<file path="src/rtl/icc_defs.svh">
// Purpose: constants of the input capture control block
// Assumes: register indices are word indices; byte address is four times the index
// Notes:   included by its bare name
`ifndef ICC_DEFS_SVH
`define ICC_DEFS_SVH

// register word indices
`define ICC_IDX_CTL0       10'h092
`define ICC_IDX_CTL1       10'h093
`define ICC_IDX_CTL2       10'h094
`define ICC_IDX_STAT       10'h095
`define ICC_IDX_MASK       10'h096

// reset values
`define ICC_RST_CTL0       8'h00
`define ICC_RST_CTL1       8'h00
`define ICC_RST_CTL2       8'h00
`define ICC_RST_STAT       3'h0
`define ICC_RST_MASK       3'h0

// implemented bits of each control register
`define ICC_CTL0_MASK      8'h77
`define ICC_CTL1_MASK      8'h3f
`define ICC_CTL2_MASK      8'h70

// field positions
`define ICC_EN_LSB         4
`define ICC_FLAG_LSB       0
`define ICC_ESEL_LSB       0
`define ICC_ESEL_W         2
`define ICC_FILT_LSB       4
`define ICC_NUM_CHAN       3

// edge select codes
`define ICC_EDGE_FALL      2'h0
`define ICC_EDGE_RISE      2'h1
`define ICC_EDGE_BOTH      2'h2

// noise filter: synchronised samples that must differ before the level moves
`define ICC_FILT_CNT       3'h4

// axi responses
`define ICC_RESP_OKAY      2'h0
`define ICC_RESP_SLVERR    2'h2

`endif

</file>
<file path="src/rtl/icc_pkg.sv">
// Purpose: types of the input capture control block
// Assumes: constants live in icc_defs.svh
// Notes:   none
package icc_pkg;

  typedef enum logic {wr_collect, wr_resp} icc_wr_state_type;
  typedef enum logic {rd_idle, rd_data} icc_rd_state_type;

  typedef enum logic [2:0] {
    sel_ctl0, sel_ctl1, sel_ctl2, sel_stat, sel_mask, sel_none
  } icc_sel_type;

  typedef struct packed {
    logic       enable;
    logic [1:0] edge_sel;
    logic       filt_en;
  } icc_chan_cfg_type;

  typedef struct packed {
    logic       sync1;
    logic       sync2;
    logic       level;
    logic       prev;
    logic [2:0] cnt;
    logic       evt;
  } icc_chan_state_type;

  typedef struct packed {
    logic [7:0]       ctl0;
    logic [7:0]       ctl1;
    logic [7:0]       ctl2;
    logic [2:0]       stat;
    logic [2:0]       mask;
    icc_wr_state_type wst;
    logic             aw_got;
    logic             w_got;
    logic [11:0]      awaddr;
    logic [7:0]       wdata;
    logic             wstrb0;
    logic [1:0]       bresp;
    icc_rd_state_type rst;
    logic [7:0]       rdata;
    logic [1:0]       rresp;
  } icc_state_type;

endpackage

</file>
<file path="src/rtl/icc_chan.sv">
// Purpose: one capture channel: synchroniser, noise filter, edge detector
// Assumes: pin is asynchronous to aclk
// Notes:   event is a one-cycle pulse
`timescale 1ns/1ps
`include "icc_defs.svh"
module icc_chan
  import icc_pkg::*;
(
  // clock and reset
  input  wire logic             aclk,
  input  wire logic             aresetn,
  // pin and configuration
  input  wire logic             pin,
  input  wire icc_chan_cfg_type cfg,
  // event out
  output logic                  event_pulse
);

  icc_chan_state_type s_ff;
  icc_chan_state_type nxt_s;
  logic               rise;
  logic               fall;
  logic               hit;

  always_comb begin
    nxt_s = s_ff;
    // sync1 feeds only sync2
    nxt_s.sync1 = pin;
    nxt_s.sync2 = s_ff.sync1;
    if (!cfg.filt_en) begin
      nxt_s.level = s_ff.sync2;
      nxt_s.cnt   = 3'h0;
    end else if (s_ff.sync2 == s_ff.level) begin
      nxt_s.cnt = 3'h0;
    end else if (s_ff.cnt == `ICC_FILT_CNT - 3'h1) begin
      nxt_s.level = s_ff.sync2;
      nxt_s.cnt   = 3'h0;
    end else begin
      nxt_s.cnt = s_ff.cnt + 3'h1;
    end
    // prev keeps tracking while disabled, so enabling gives no stale edge
    nxt_s.prev = s_ff.level;
    rise = s_ff.level & ~s_ff.prev;
    fall = ~s_ff.level & s_ff.prev;
    case (cfg.edge_sel)
      `ICC_EDGE_FALL: hit = fall;
      `ICC_EDGE_RISE: hit = rise;
      `ICC_EDGE_BOTH: hit = rise | fall;
      default:        hit = 1'b0;
    endcase
    nxt_s.evt = cfg.enable & hit;
  end

  always_ff @(posedge aclk) begin
    if (!aresetn) begin
      s_ff <= '0;
    end else begin
      s_ff <= nxt_s;
    end
  end

  assign event_pulse = s_ff.evt;

endmodule

</file>
<file path="src/rtl/icc_top.sv">
// Purpose: input capture control registers and three capture channels behind axi4-lite
// Assumes: capture pins are asynchronous; bus is 32-bit axi4-lite on aclk
// Notes:   only byte lane 0 holds register data; upper bits read as zero
//
// The AXI4-Lite slave port is this design's own decision.
`timescale 1ns/1ps
`include "icc_defs.svh"
module icc_top
  import icc_pkg::*;
(
  // clock and reset
  input  wire logic        aclk,
  input  wire logic        aresetn,
  // capture pins
  input  wire logic [2:0]  cap_in,
  // axi4-lite write address
  input  wire logic        awvalid,
  output logic             awready,
  input  wire logic [11:0] awaddr,
  input  wire logic [2:0]  awprot,
  // axi4-lite write data
  input  wire logic        wvalid,
  output logic             wready,
  input  wire logic [31:0] wdata,
  input  wire logic [3:0]  wstrb,
  // axi4-lite write response
  output logic             bvalid,
  input  wire logic        bready,
  output logic [1:0]       bresp,
  // axi4-lite read address
  input  wire logic        arvalid,
  output logic             arready,
  input  wire logic [11:0] araddr,
  input  wire logic [2:0]  arprot,
  // axi4-lite read data
  output logic             rvalid,
  input  wire logic        rready,
  output logic [31:0]      rdata,
  output logic [1:0]       rresp,
  // interrupt
  output logic             irq
);

  icc_state_type    s_ff;
  icc_state_type    nxt_s;
  icc_chan_cfg_type cfg [`ICC_NUM_CHAN];
  logic [2:0]       ev;
  logic             aw_hs;
  logic             w_hs;
  logic             ar_hs;
  logic             wr_go;
  logic [11:0]      wr_addr;
  logic [7:0]       wr_dat;
  logic             wr_strb;
  icc_sel_type      wsel;
  icc_sel_type      rsel;
  logic [2:0]       stat_clr;

  // word decode shared by both channels of the bus; low address bits ignored
  function automatic icc_sel_type reg_sel(input logic [11:0] addr);
    case (addr[11:2])
      `ICC_IDX_CTL0: reg_sel = sel_ctl0;
      `ICC_IDX_CTL1: reg_sel = sel_ctl1;
      `ICC_IDX_CTL2: reg_sel = sel_ctl2;
      `ICC_IDX_STAT: reg_sel = sel_stat;
      `ICC_IDX_MASK: reg_sel = sel_mask;
      default:       reg_sel = sel_none;
    endcase
  endfunction

  // channels
  genvar gi;
  generate
    for (gi = 0; gi < `ICC_NUM_CHAN; gi++) begin : g_chan
      assign cfg[gi].enable   = s_ff.ctl0[`ICC_EN_LSB + gi];
      assign cfg[gi].edge_sel = s_ff.ctl1[`ICC_ESEL_LSB + `ICC_ESEL_W * gi +: `ICC_ESEL_W];
      assign cfg[gi].filt_en  = s_ff.ctl2[`ICC_FILT_LSB + gi];

      icc_chan u_chan (
        .aclk        (aclk),
        .aresetn     (aresetn),
        .pin         (cap_in[gi]),
        .cfg         (cfg[gi]),
        .event_pulse (ev[gi])
      );
    end
  endgenerate

  // handshake outputs
  assign awready = (s_ff.wst == wr_collect) && !s_ff.aw_got;
  assign wready  = (s_ff.wst == wr_collect) && !s_ff.w_got;
  assign arready = (s_ff.rst == rd_idle);
  assign aw_hs   = awvalid & awready;
  assign w_hs    = wvalid & wready;
  assign ar_hs   = arvalid & arready;

  always_comb begin
    nxt_s    = s_ff;
    stat_clr = 3'h0;

    // write address and data arrive in either order
    if (aw_hs) begin
      nxt_s.aw_got = 1'b1;
      nxt_s.awaddr = awaddr;
    end
    if (w_hs) begin
      nxt_s.w_got  = 1'b1;
      nxt_s.wdata  = wdata[7:0];
      nxt_s.wstrb0 = wstrb[0];
    end
    wr_addr = s_ff.aw_got ? s_ff.awaddr : awaddr;
    wr_dat  = s_ff.w_got ? s_ff.wdata : wdata[7:0];
    wr_strb = s_ff.w_got ? s_ff.wstrb0 : wstrb[0];
    wr_go   = (s_ff.wst == wr_collect) && (s_ff.aw_got | aw_hs) && (s_ff.w_got | w_hs);
    wsel    = reg_sel(wr_addr);
    rsel    = reg_sel(araddr);

    case (s_ff.wst)
      wr_collect: begin
        if (wr_go) begin
          nxt_s.wst    = wr_resp;
          nxt_s.aw_got = 1'b0;
          nxt_s.w_got  = 1'b0;
          nxt_s.bresp  = (wsel == sel_none) ? `ICC_RESP_SLVERR : `ICC_RESP_OKAY;
        end
      end
      wr_resp: begin
        if (bready) begin
          nxt_s.wst = wr_collect;
        end
      end
      default: begin
        nxt_s.wst = wr_collect;
      end
    endcase

    // register writes; a write of 0 to a flag is the only way it clears
    if (wr_go && wr_strb) begin
      case (wsel)
        sel_ctl0: nxt_s.ctl0 = wr_dat & `ICC_CTL0_MASK;
        sel_ctl1: nxt_s.ctl1 = wr_dat & `ICC_CTL1_MASK;
        sel_ctl2: nxt_s.ctl2 = wr_dat & `ICC_CTL2_MASK;
        sel_mask: nxt_s.mask = wr_dat[2:0];
        default:  nxt_s.mask = nxt_s.mask;
      endcase
    end

    // read channel
    case (s_ff.rst)
      rd_idle: begin
        if (ar_hs) begin
          nxt_s.rst   = rd_data;
          nxt_s.rresp = (rsel == sel_none) ? `ICC_RESP_SLVERR : `ICC_RESP_OKAY;
          case (rsel)
            sel_ctl0: nxt_s.rdata = s_ff.ctl0;
            sel_ctl1: nxt_s.rdata = s_ff.ctl1;
            sel_ctl2: nxt_s.rdata = s_ff.ctl2;
            sel_stat: nxt_s.rdata = {5'h00, s_ff.stat};
            sel_mask: nxt_s.rdata = {5'h00, s_ff.mask};
            default:  nxt_s.rdata = 8'h00;
          endcase
          // reading status clears what it returned
          if (rsel == sel_stat) begin
            stat_clr = s_ff.stat;
          end
        end
      end
      rd_data: begin
        if (rready) begin
          nxt_s.rst = rd_idle;
        end
      end
      default: begin
        nxt_s.rst = rd_idle;
      end
    endcase

    // hardware set wins over a software clear in the same cycle
    nxt_s.ctl0[`ICC_FLAG_LSB +: `ICC_NUM_CHAN] = nxt_s.ctl0[`ICC_FLAG_LSB +: `ICC_NUM_CHAN] | ev;
    nxt_s.stat = (s_ff.stat & ~stat_clr) | ev;
  end

  always_ff @(posedge aclk) begin
    if (!aresetn) begin
      s_ff      <= '0;
      s_ff.ctl0 <= `ICC_RST_CTL0;
      s_ff.ctl1 <= `ICC_RST_CTL1;
      s_ff.ctl2 <= `ICC_RST_CTL2;
      s_ff.stat <= `ICC_RST_STAT;
      s_ff.mask <= `ICC_RST_MASK;
    end else begin
      s_ff <= nxt_s;
    end
  end

  // outputs
  assign bvalid = (s_ff.wst == wr_resp);
  assign bresp  = s_ff.bresp;
  assign rvalid = (s_ff.rst == rd_data);
  assign rdata  = {24'h000000, s_ff.rdata};
  assign rresp  = s_ff.rresp;
  assign irq    = |(s_ff.stat & s_ff.mask);

endmodule
</file>
<file path="config.mk">
export PLATFORM = sky130hd
export DESIGN_NAME = icc_top
export DESIGN_NICKNAME = d
export VERILOG_FILES = /design/src/rtl/icc_pkg.sv /design/src/rtl/icc_chan.sv /design/src/rtl/icc_top.sv
export VERILOG_INCLUDE_DIRS = /design/src /design/src/rtl
export SDC_FILE = /design/constraint.sdc
export NUM_CORES = 1
export LEC_CHECK = 0
export BUFFER_PORTS_ARGS = -buffer_cell sky130_fd_sc_hd__buf_2
export CAP_MARGIN = 20
export CORE_ASPECT_RATIO = 1.25
export CORE_UTILIZATION = 55
export CTS_BUF_LIST = sky130_fd_sc_hd__clkbuf_8 sky130_fd_sc_hd__clkbuf_16
export CTS_CLUSTER_SIZE = 14
export DETAILED_ROUTE_END_ITERATION = 10
export PLACE_DENSITY = 0.84
export SYNTH_ARGS = -nofsm -noshare
export SYNTH_HDL_FRONTEND = slang
export SYNTH_SLANG_ARGS = --single-unit
</file>
<file path="constraint.sdc">
create_clock -name aclk -period 3.95 [get_ports aclk]
set_clock_uncertainty 0.1 [all_clocks]
set_input_delay 0 -clock aclk [delete_from_list [all_inputs] [get_ports aclk]]
set_output_delay 0 -clock aclk [all_outputs]
set_load 0.03 [all_outputs]
</file>
* Yosys cells after proc, flatten, opt, wreduce, memory -nomap -nowiden
Cells that the tools add are included. Widths: inputs -> output; s select.
Cells by class: reductions and logical operators 25, eq/ne operators 37, mux-type cells 36, bitwise operators 34, $add $sub $neg 3
Operator list (number):
- $eq 10x8->1 const B | 10
- $pmux 7 s5 | 1
- $pmux 3 s5 | 2
- $mux 19 | 1
- $eq 3x2->1 const B | 6
- $reduce_and 2->1 | 9
- $mux 3 | 5
- $mux 1 | 14
- $mux 7 | 2
- $and 1x1->1 | 12
- $eq 3x3->1 const B | 4
- $mux 12 | 1
- $not 1->1 | 12
- $reduce_or 4->1 | 3
- $mux 11 | 1
- $add 3x1->3 const B | 3
- $pmux 1 s3 | 3
- $and 3x3->3 | 2
- $eq 2x1->1 const B | 3
- $eq 2x2->1 const B | 3
- $eq 3x1->1 const B | 2
- $logic_not 2->1 | 3
- $logic_not 3->1 | 2
- $mux 2 | 3
- other kinds (11) | 28
Word-level totals: bits of input ports 76, flip-flop bits (word level) 81, output and inout port bits 42, logic and storage cells 169

* Logic depth before layout (Yosys ltp)
depth in word-level cells 9, depth in mapped cells 7, mapped depth without buffers 6

* Modules after synthesis
Synthesis repeated with hierarchy kept, for this count alone.
Second synthesis, totals: cell total of the unflattened synthesis 393, area, all modules 3743.6 sq um
By module, submodules not included:
- icc_top | sequential area each 1041.0 sq um, area an instance 2763.9 sq um, cells an instance 297, times used 1
- icc_chan | sequential area each 160.2 sq um, area an instance 326.6 sq um, cells an instance 32, times used 3

* Least setup slack after synthesis
No wires, ideal clock.
kind register to register, start register s_ff[35] in the netlist's numbering, end register s_ff, in the netlist cfg[3], slack 2328 ps, buffers on the path 2, period minus slack after synthesis 1622 ps, cell stages (with the launch flop) 7, setup time 132 ps, data required time 3718 ps, arrival 1389 ps, path through dfxtp_1 buf_2 nor4_1 o211ai_2 buf_2 o31ai_1 a21oi_1
Between the ends: cells in the longest elaborated chain, start to end 8, elaborated cells between the ends (all ways) 16, classes of those cells 5 x eq/ne; 2 x mux; 2 x bitwise; 7 x reduce/logical
Ends and longest elaborated chain:
- start, declared | RTL line icc_top.sv:44 | icc_state_type s_ff;
- start signal, assigned | RTL line icc_top.sv:192 | s_ff <= nxt_s;
- parallel branches: the longest is 7 deep, another holds $mux 12
- $reduce_and 2->1 (no line) *
Every way passes the cells marked *. A chain may end at the register's enable or synchronous reset.

* Worst setup path in the final report
start input araddr[7], end register s_ff, in the netlist rdata[6]
Between the ends: cells in the longest elaborated chain, start to end 4, elaborated cells between the ends (all ways) 12, classes of those cells 9 x eq/ne; 2 x mux; 1 x reduce/logical
Ends and longest elaborated chain:
- start, declared | RTL line icc_top.sv:33 | input wire logic [11:0] araddr,
- $eq 10x8->1 | RTL line icc_top.sv:61 | case (addr[11:2])
- $pmux 3 s5 * | RTL line icc_top.sv:61
- $eq 3x3->1 (tied with other cells) | RTL line icc_top.sv:154 | case (rsel)
- $pmux 7 s5 * | RTL line icc_top.sv:154
Mark *: on every way between the ends. The rest lies on a longest branch, timed or not.

==> summary.txt <==
Place
  • HPWL Detailed: 5.564 mm
  • Port bufs: 52
  • Post-place setup slack: 1667 ps
  • Placed instance count: 538
  • Placer congestion estimate: 0.7811

Floorplan
  • Floorplan core area: 6977 sq um
  • Die Span Y: 96.86 um
  • Die area: 7544 sq um
  • # rows: 34
  • IO Count: 118
  • Initial Util: 56.74%
  • Die Wd: 77.89 um

Synth
  • Xor and xnor fraction of the mapped netlist area: 0.6637%
  • Post-synthesis mux area share: 9.987%
  • Synth top cells by count: dfxtp_1 (76), nor2_1 (43), buf_4 (40)
  • Syn avg cell area: 9.315 sq um
  • Compound-cell area share of the yosys netlist: 14.82%
  • Biggest area consumer among synthesized cells: dfxtp_1
  • Mapped Cells: 425
  • Synth cell types: 58
  • Post-synthesis adder-cell area fraction: 3.793%
  • Synthesis-stage register bit count: 76
  • Mapped Area: 3959 sq um
  • Most common cell in the netlist: dfxtp_1
  • Synth top area share: 38.43%
  • Syn. warnings: 0
  • Post-synth EDFFs: 0
  • Main combinational cell family by area after synthesis: simple AND/OR/NAND/NOR gates
  • Share of synthesized flip-flops with an asynchronous set or reset: 0%
  • Post-synthesis sequential area ratio: 38.43%
  • Post-synthesis simple-gate area fraction: 20.76%
  • Top FF cell, synth: dfxtp_1
  • Top post-synthesis cells by area: dfxtp_1 (38%), buf_4 (7.6%), mux2i_1 (6.6%)

Timing
  • Fin crit share: 81.73%
  • Max_slew headroom: 48.17%
  • RSZ-0062 raised after global routing: false
  • TNS Setup: 0 ps
  • Final hold vios: 0
  • Max Slew Vio Count: 0
  • Final WS setup: 721.6 ps
  • Slew of the pin with the lowest slew margin: 775.2 ps
  • Fmax: 0.3097 GHz
  • Crit path time final: 3228 ps
  • Final setup fails: 0

Clocking
  • CTS tree: built
  • Clk root buf: clkbuf_8
  • H-tree Lvls: 3
  • Post-CTS sizing: 0
  • Clk buf depth: 2
  • Worst skew pair latency: 360 ps
  • CTS Sinks: 76
  • Setup Fix Bufs, Post-CTS: 0
  • CTS Buf Count: 9
  • Worst-path clk slew: 80 ps

Detailed routing
  • DR iter-0 viols: 130
  • DRT Pass-1 Iters: 4
  • Wirelength, routed: 8.625 mm
  • WL/cell: 14.50 um
  • Vias: 3288
  • DRT antenna net count: 0
  • Routed vias/inst: 5.526
  • DRC: 0

GRT
  • Tot GR Track Use: 24.64%
  • Global-route wire length before repair: 14.62 mm
  • Initial antenna violation count: 0
  • GRT overflow: 0
  • Pin count of the biggest net entering global routing: 40
  • Vias in the first global route: 3203

Min path
  • Min-Delay Path Depth: 5
  • Class of the worst hold path: in -> reg
  • Hold Crit Endpoint: s_ff[41]
  • Start point of the worst min-delay path: araddr[8]

Final layout
  • # diodes: 0
  • Fin nets: 588
  • Area grow syn2layout: 18.27%
  • Fraction of layout cells with a size suffix above 1: 20.00%
  • Final non-filler cell total: 595

Setup path
  • Critical setup path kind: in -> reg
  • Worst flop-to-flop path startpoint: rvalid
  • Crit. End Element: flop
  • R2R setup slack: 1280 ps
  • R2R depth: 6
  • Startpoint class of the critical path: primary input
  • CP max FO: 7
  • Arrival time worst endpoint: 3440 ps
  • WP data required: 4160 ps
  • R2r endpoint: rdata[6]

Run status
  • Status: completed

Pwr
  • Worst vdd ir: 0.3599 mV
  • Pwr Density: 361.5 nW/um^2
  • LEAKAGE: 1.964 nW

Job
  • Max-cap viol count: 0
cells in the final DEF, fill, tap and decap left out, types with 3 or more instances in the layout:
cell / count
a211o_2: 5
a21oi_1: 28
and2_1: 7
and3_1: 4
and3b_1: 9
buf_2: 52
clkbuf_8: 9
conb_1: 27
dfxtp_1: 76
dlygate4sd3_1: 41
ha_1: 12
inv_1: 21
mux2_2: 12
mux2i_1: 26
nand2_1: 12
nand3_1: 8
nand3b_1: 7
nand4_1: 20
nor2_1: 43
nor2b_1: 5
nor3b_1: 3
o211ai_1: 4
o21ai_0: 9
o311a_1: 3
o31ai_1: 15
xor2_1: 3
flip-flops by register name, summed over array words and instances, names as in the netlist:
register	count
bresp	1
bvalid	1
cfg	12
g_chan.u_chan.event_pulse	3
g_chan.u_chan.nxt_s	6
g_chan.u_chan.s_ff	15
rdata	7
rresp	1
rvalid	1
s_ff	29
layer usage:
layer	share of wire (%)	up-vias	track usage, %
met4	2.7	0	12.77
met2	51	111	43.09
li1	-	1598	-
met5	0	-	0
met3	5.0	19	4.151
met1	41	1560	28.35
timing repair:
item | in CTS | in global routing
setup endpoints to repair | 0 | 0
endpoints found under the hold margin | 40 | 0
hold buffers | 41 | 0
critical path, stage by stage:
cell and delay (ps):
dlygate4sd3_1 540, buf_2 140, nor4b_4 250, dlygate4sd3_1 640
nand3_4 110, or4_1 510, dlygate4sd3_1 570, a21oi_1 120
dlygate4sd3_1 560
power by group:
part	internal [mW]	switching (mW)	total (mW)
registers	0.788	0.0227	0.811
logic	0.0975	0.149	0.246
clock network	0.349	0.286	0.635
total	1.23	0.458	1.69
cells by family (layout without fill, tap and decap cells):
logic type	after synthesis	after routing
compound gates	83	83
xor+xnor	3	3
fa+ha+maj	12	12
buf+inv	76	130
flops	76	76
mux	38	38
other cells	1	27
simple gates	136	136
cell type report:
cell class                      count  area, sq um
Fill cell                         557         2295
Multi-Input combinational cell    299         2082
Sequential cell                    76         1521
Timing Repair Buffer               95        685.7
Clock buffer                        9        123.9
Tap cell                           90        112.6
Clock inverter                      7        85.08
Inverter                           19        71.32
how the worst max path moves through the flow:
stage / slack [ps] / start / to
finish: 720 / araddr[7] / rdata[6]
detailed placement: 1670 / s_ff[35] / s_ff[59]
global route: 600 / araddr[7] / rdata[6]
global placement: 1740 / s_ff[35] / s_ff[60]
CTS: 790 / araddr[7] / rdata[6]
floorplan: 2330 / s_ff[35] / cfg[3]
metrics by stage:
stage	hold WS (ps)	power [mW]	instance area, sq um	utilization [%]
4_1_cts	1.473	1.698	4682	67.11
6_report	32.63	1.693	4682	67.11
3_3_place_gp	110.3	1.033	4063	58.23
3_5_place_dp	111.3	1.039	4063	58.23
5_1_grt	35.45	1.752	4682	67.11
2_1_floorplan	27.29	1.010	4056	-
Note: power is estimated with default switching activity, not from simulation.
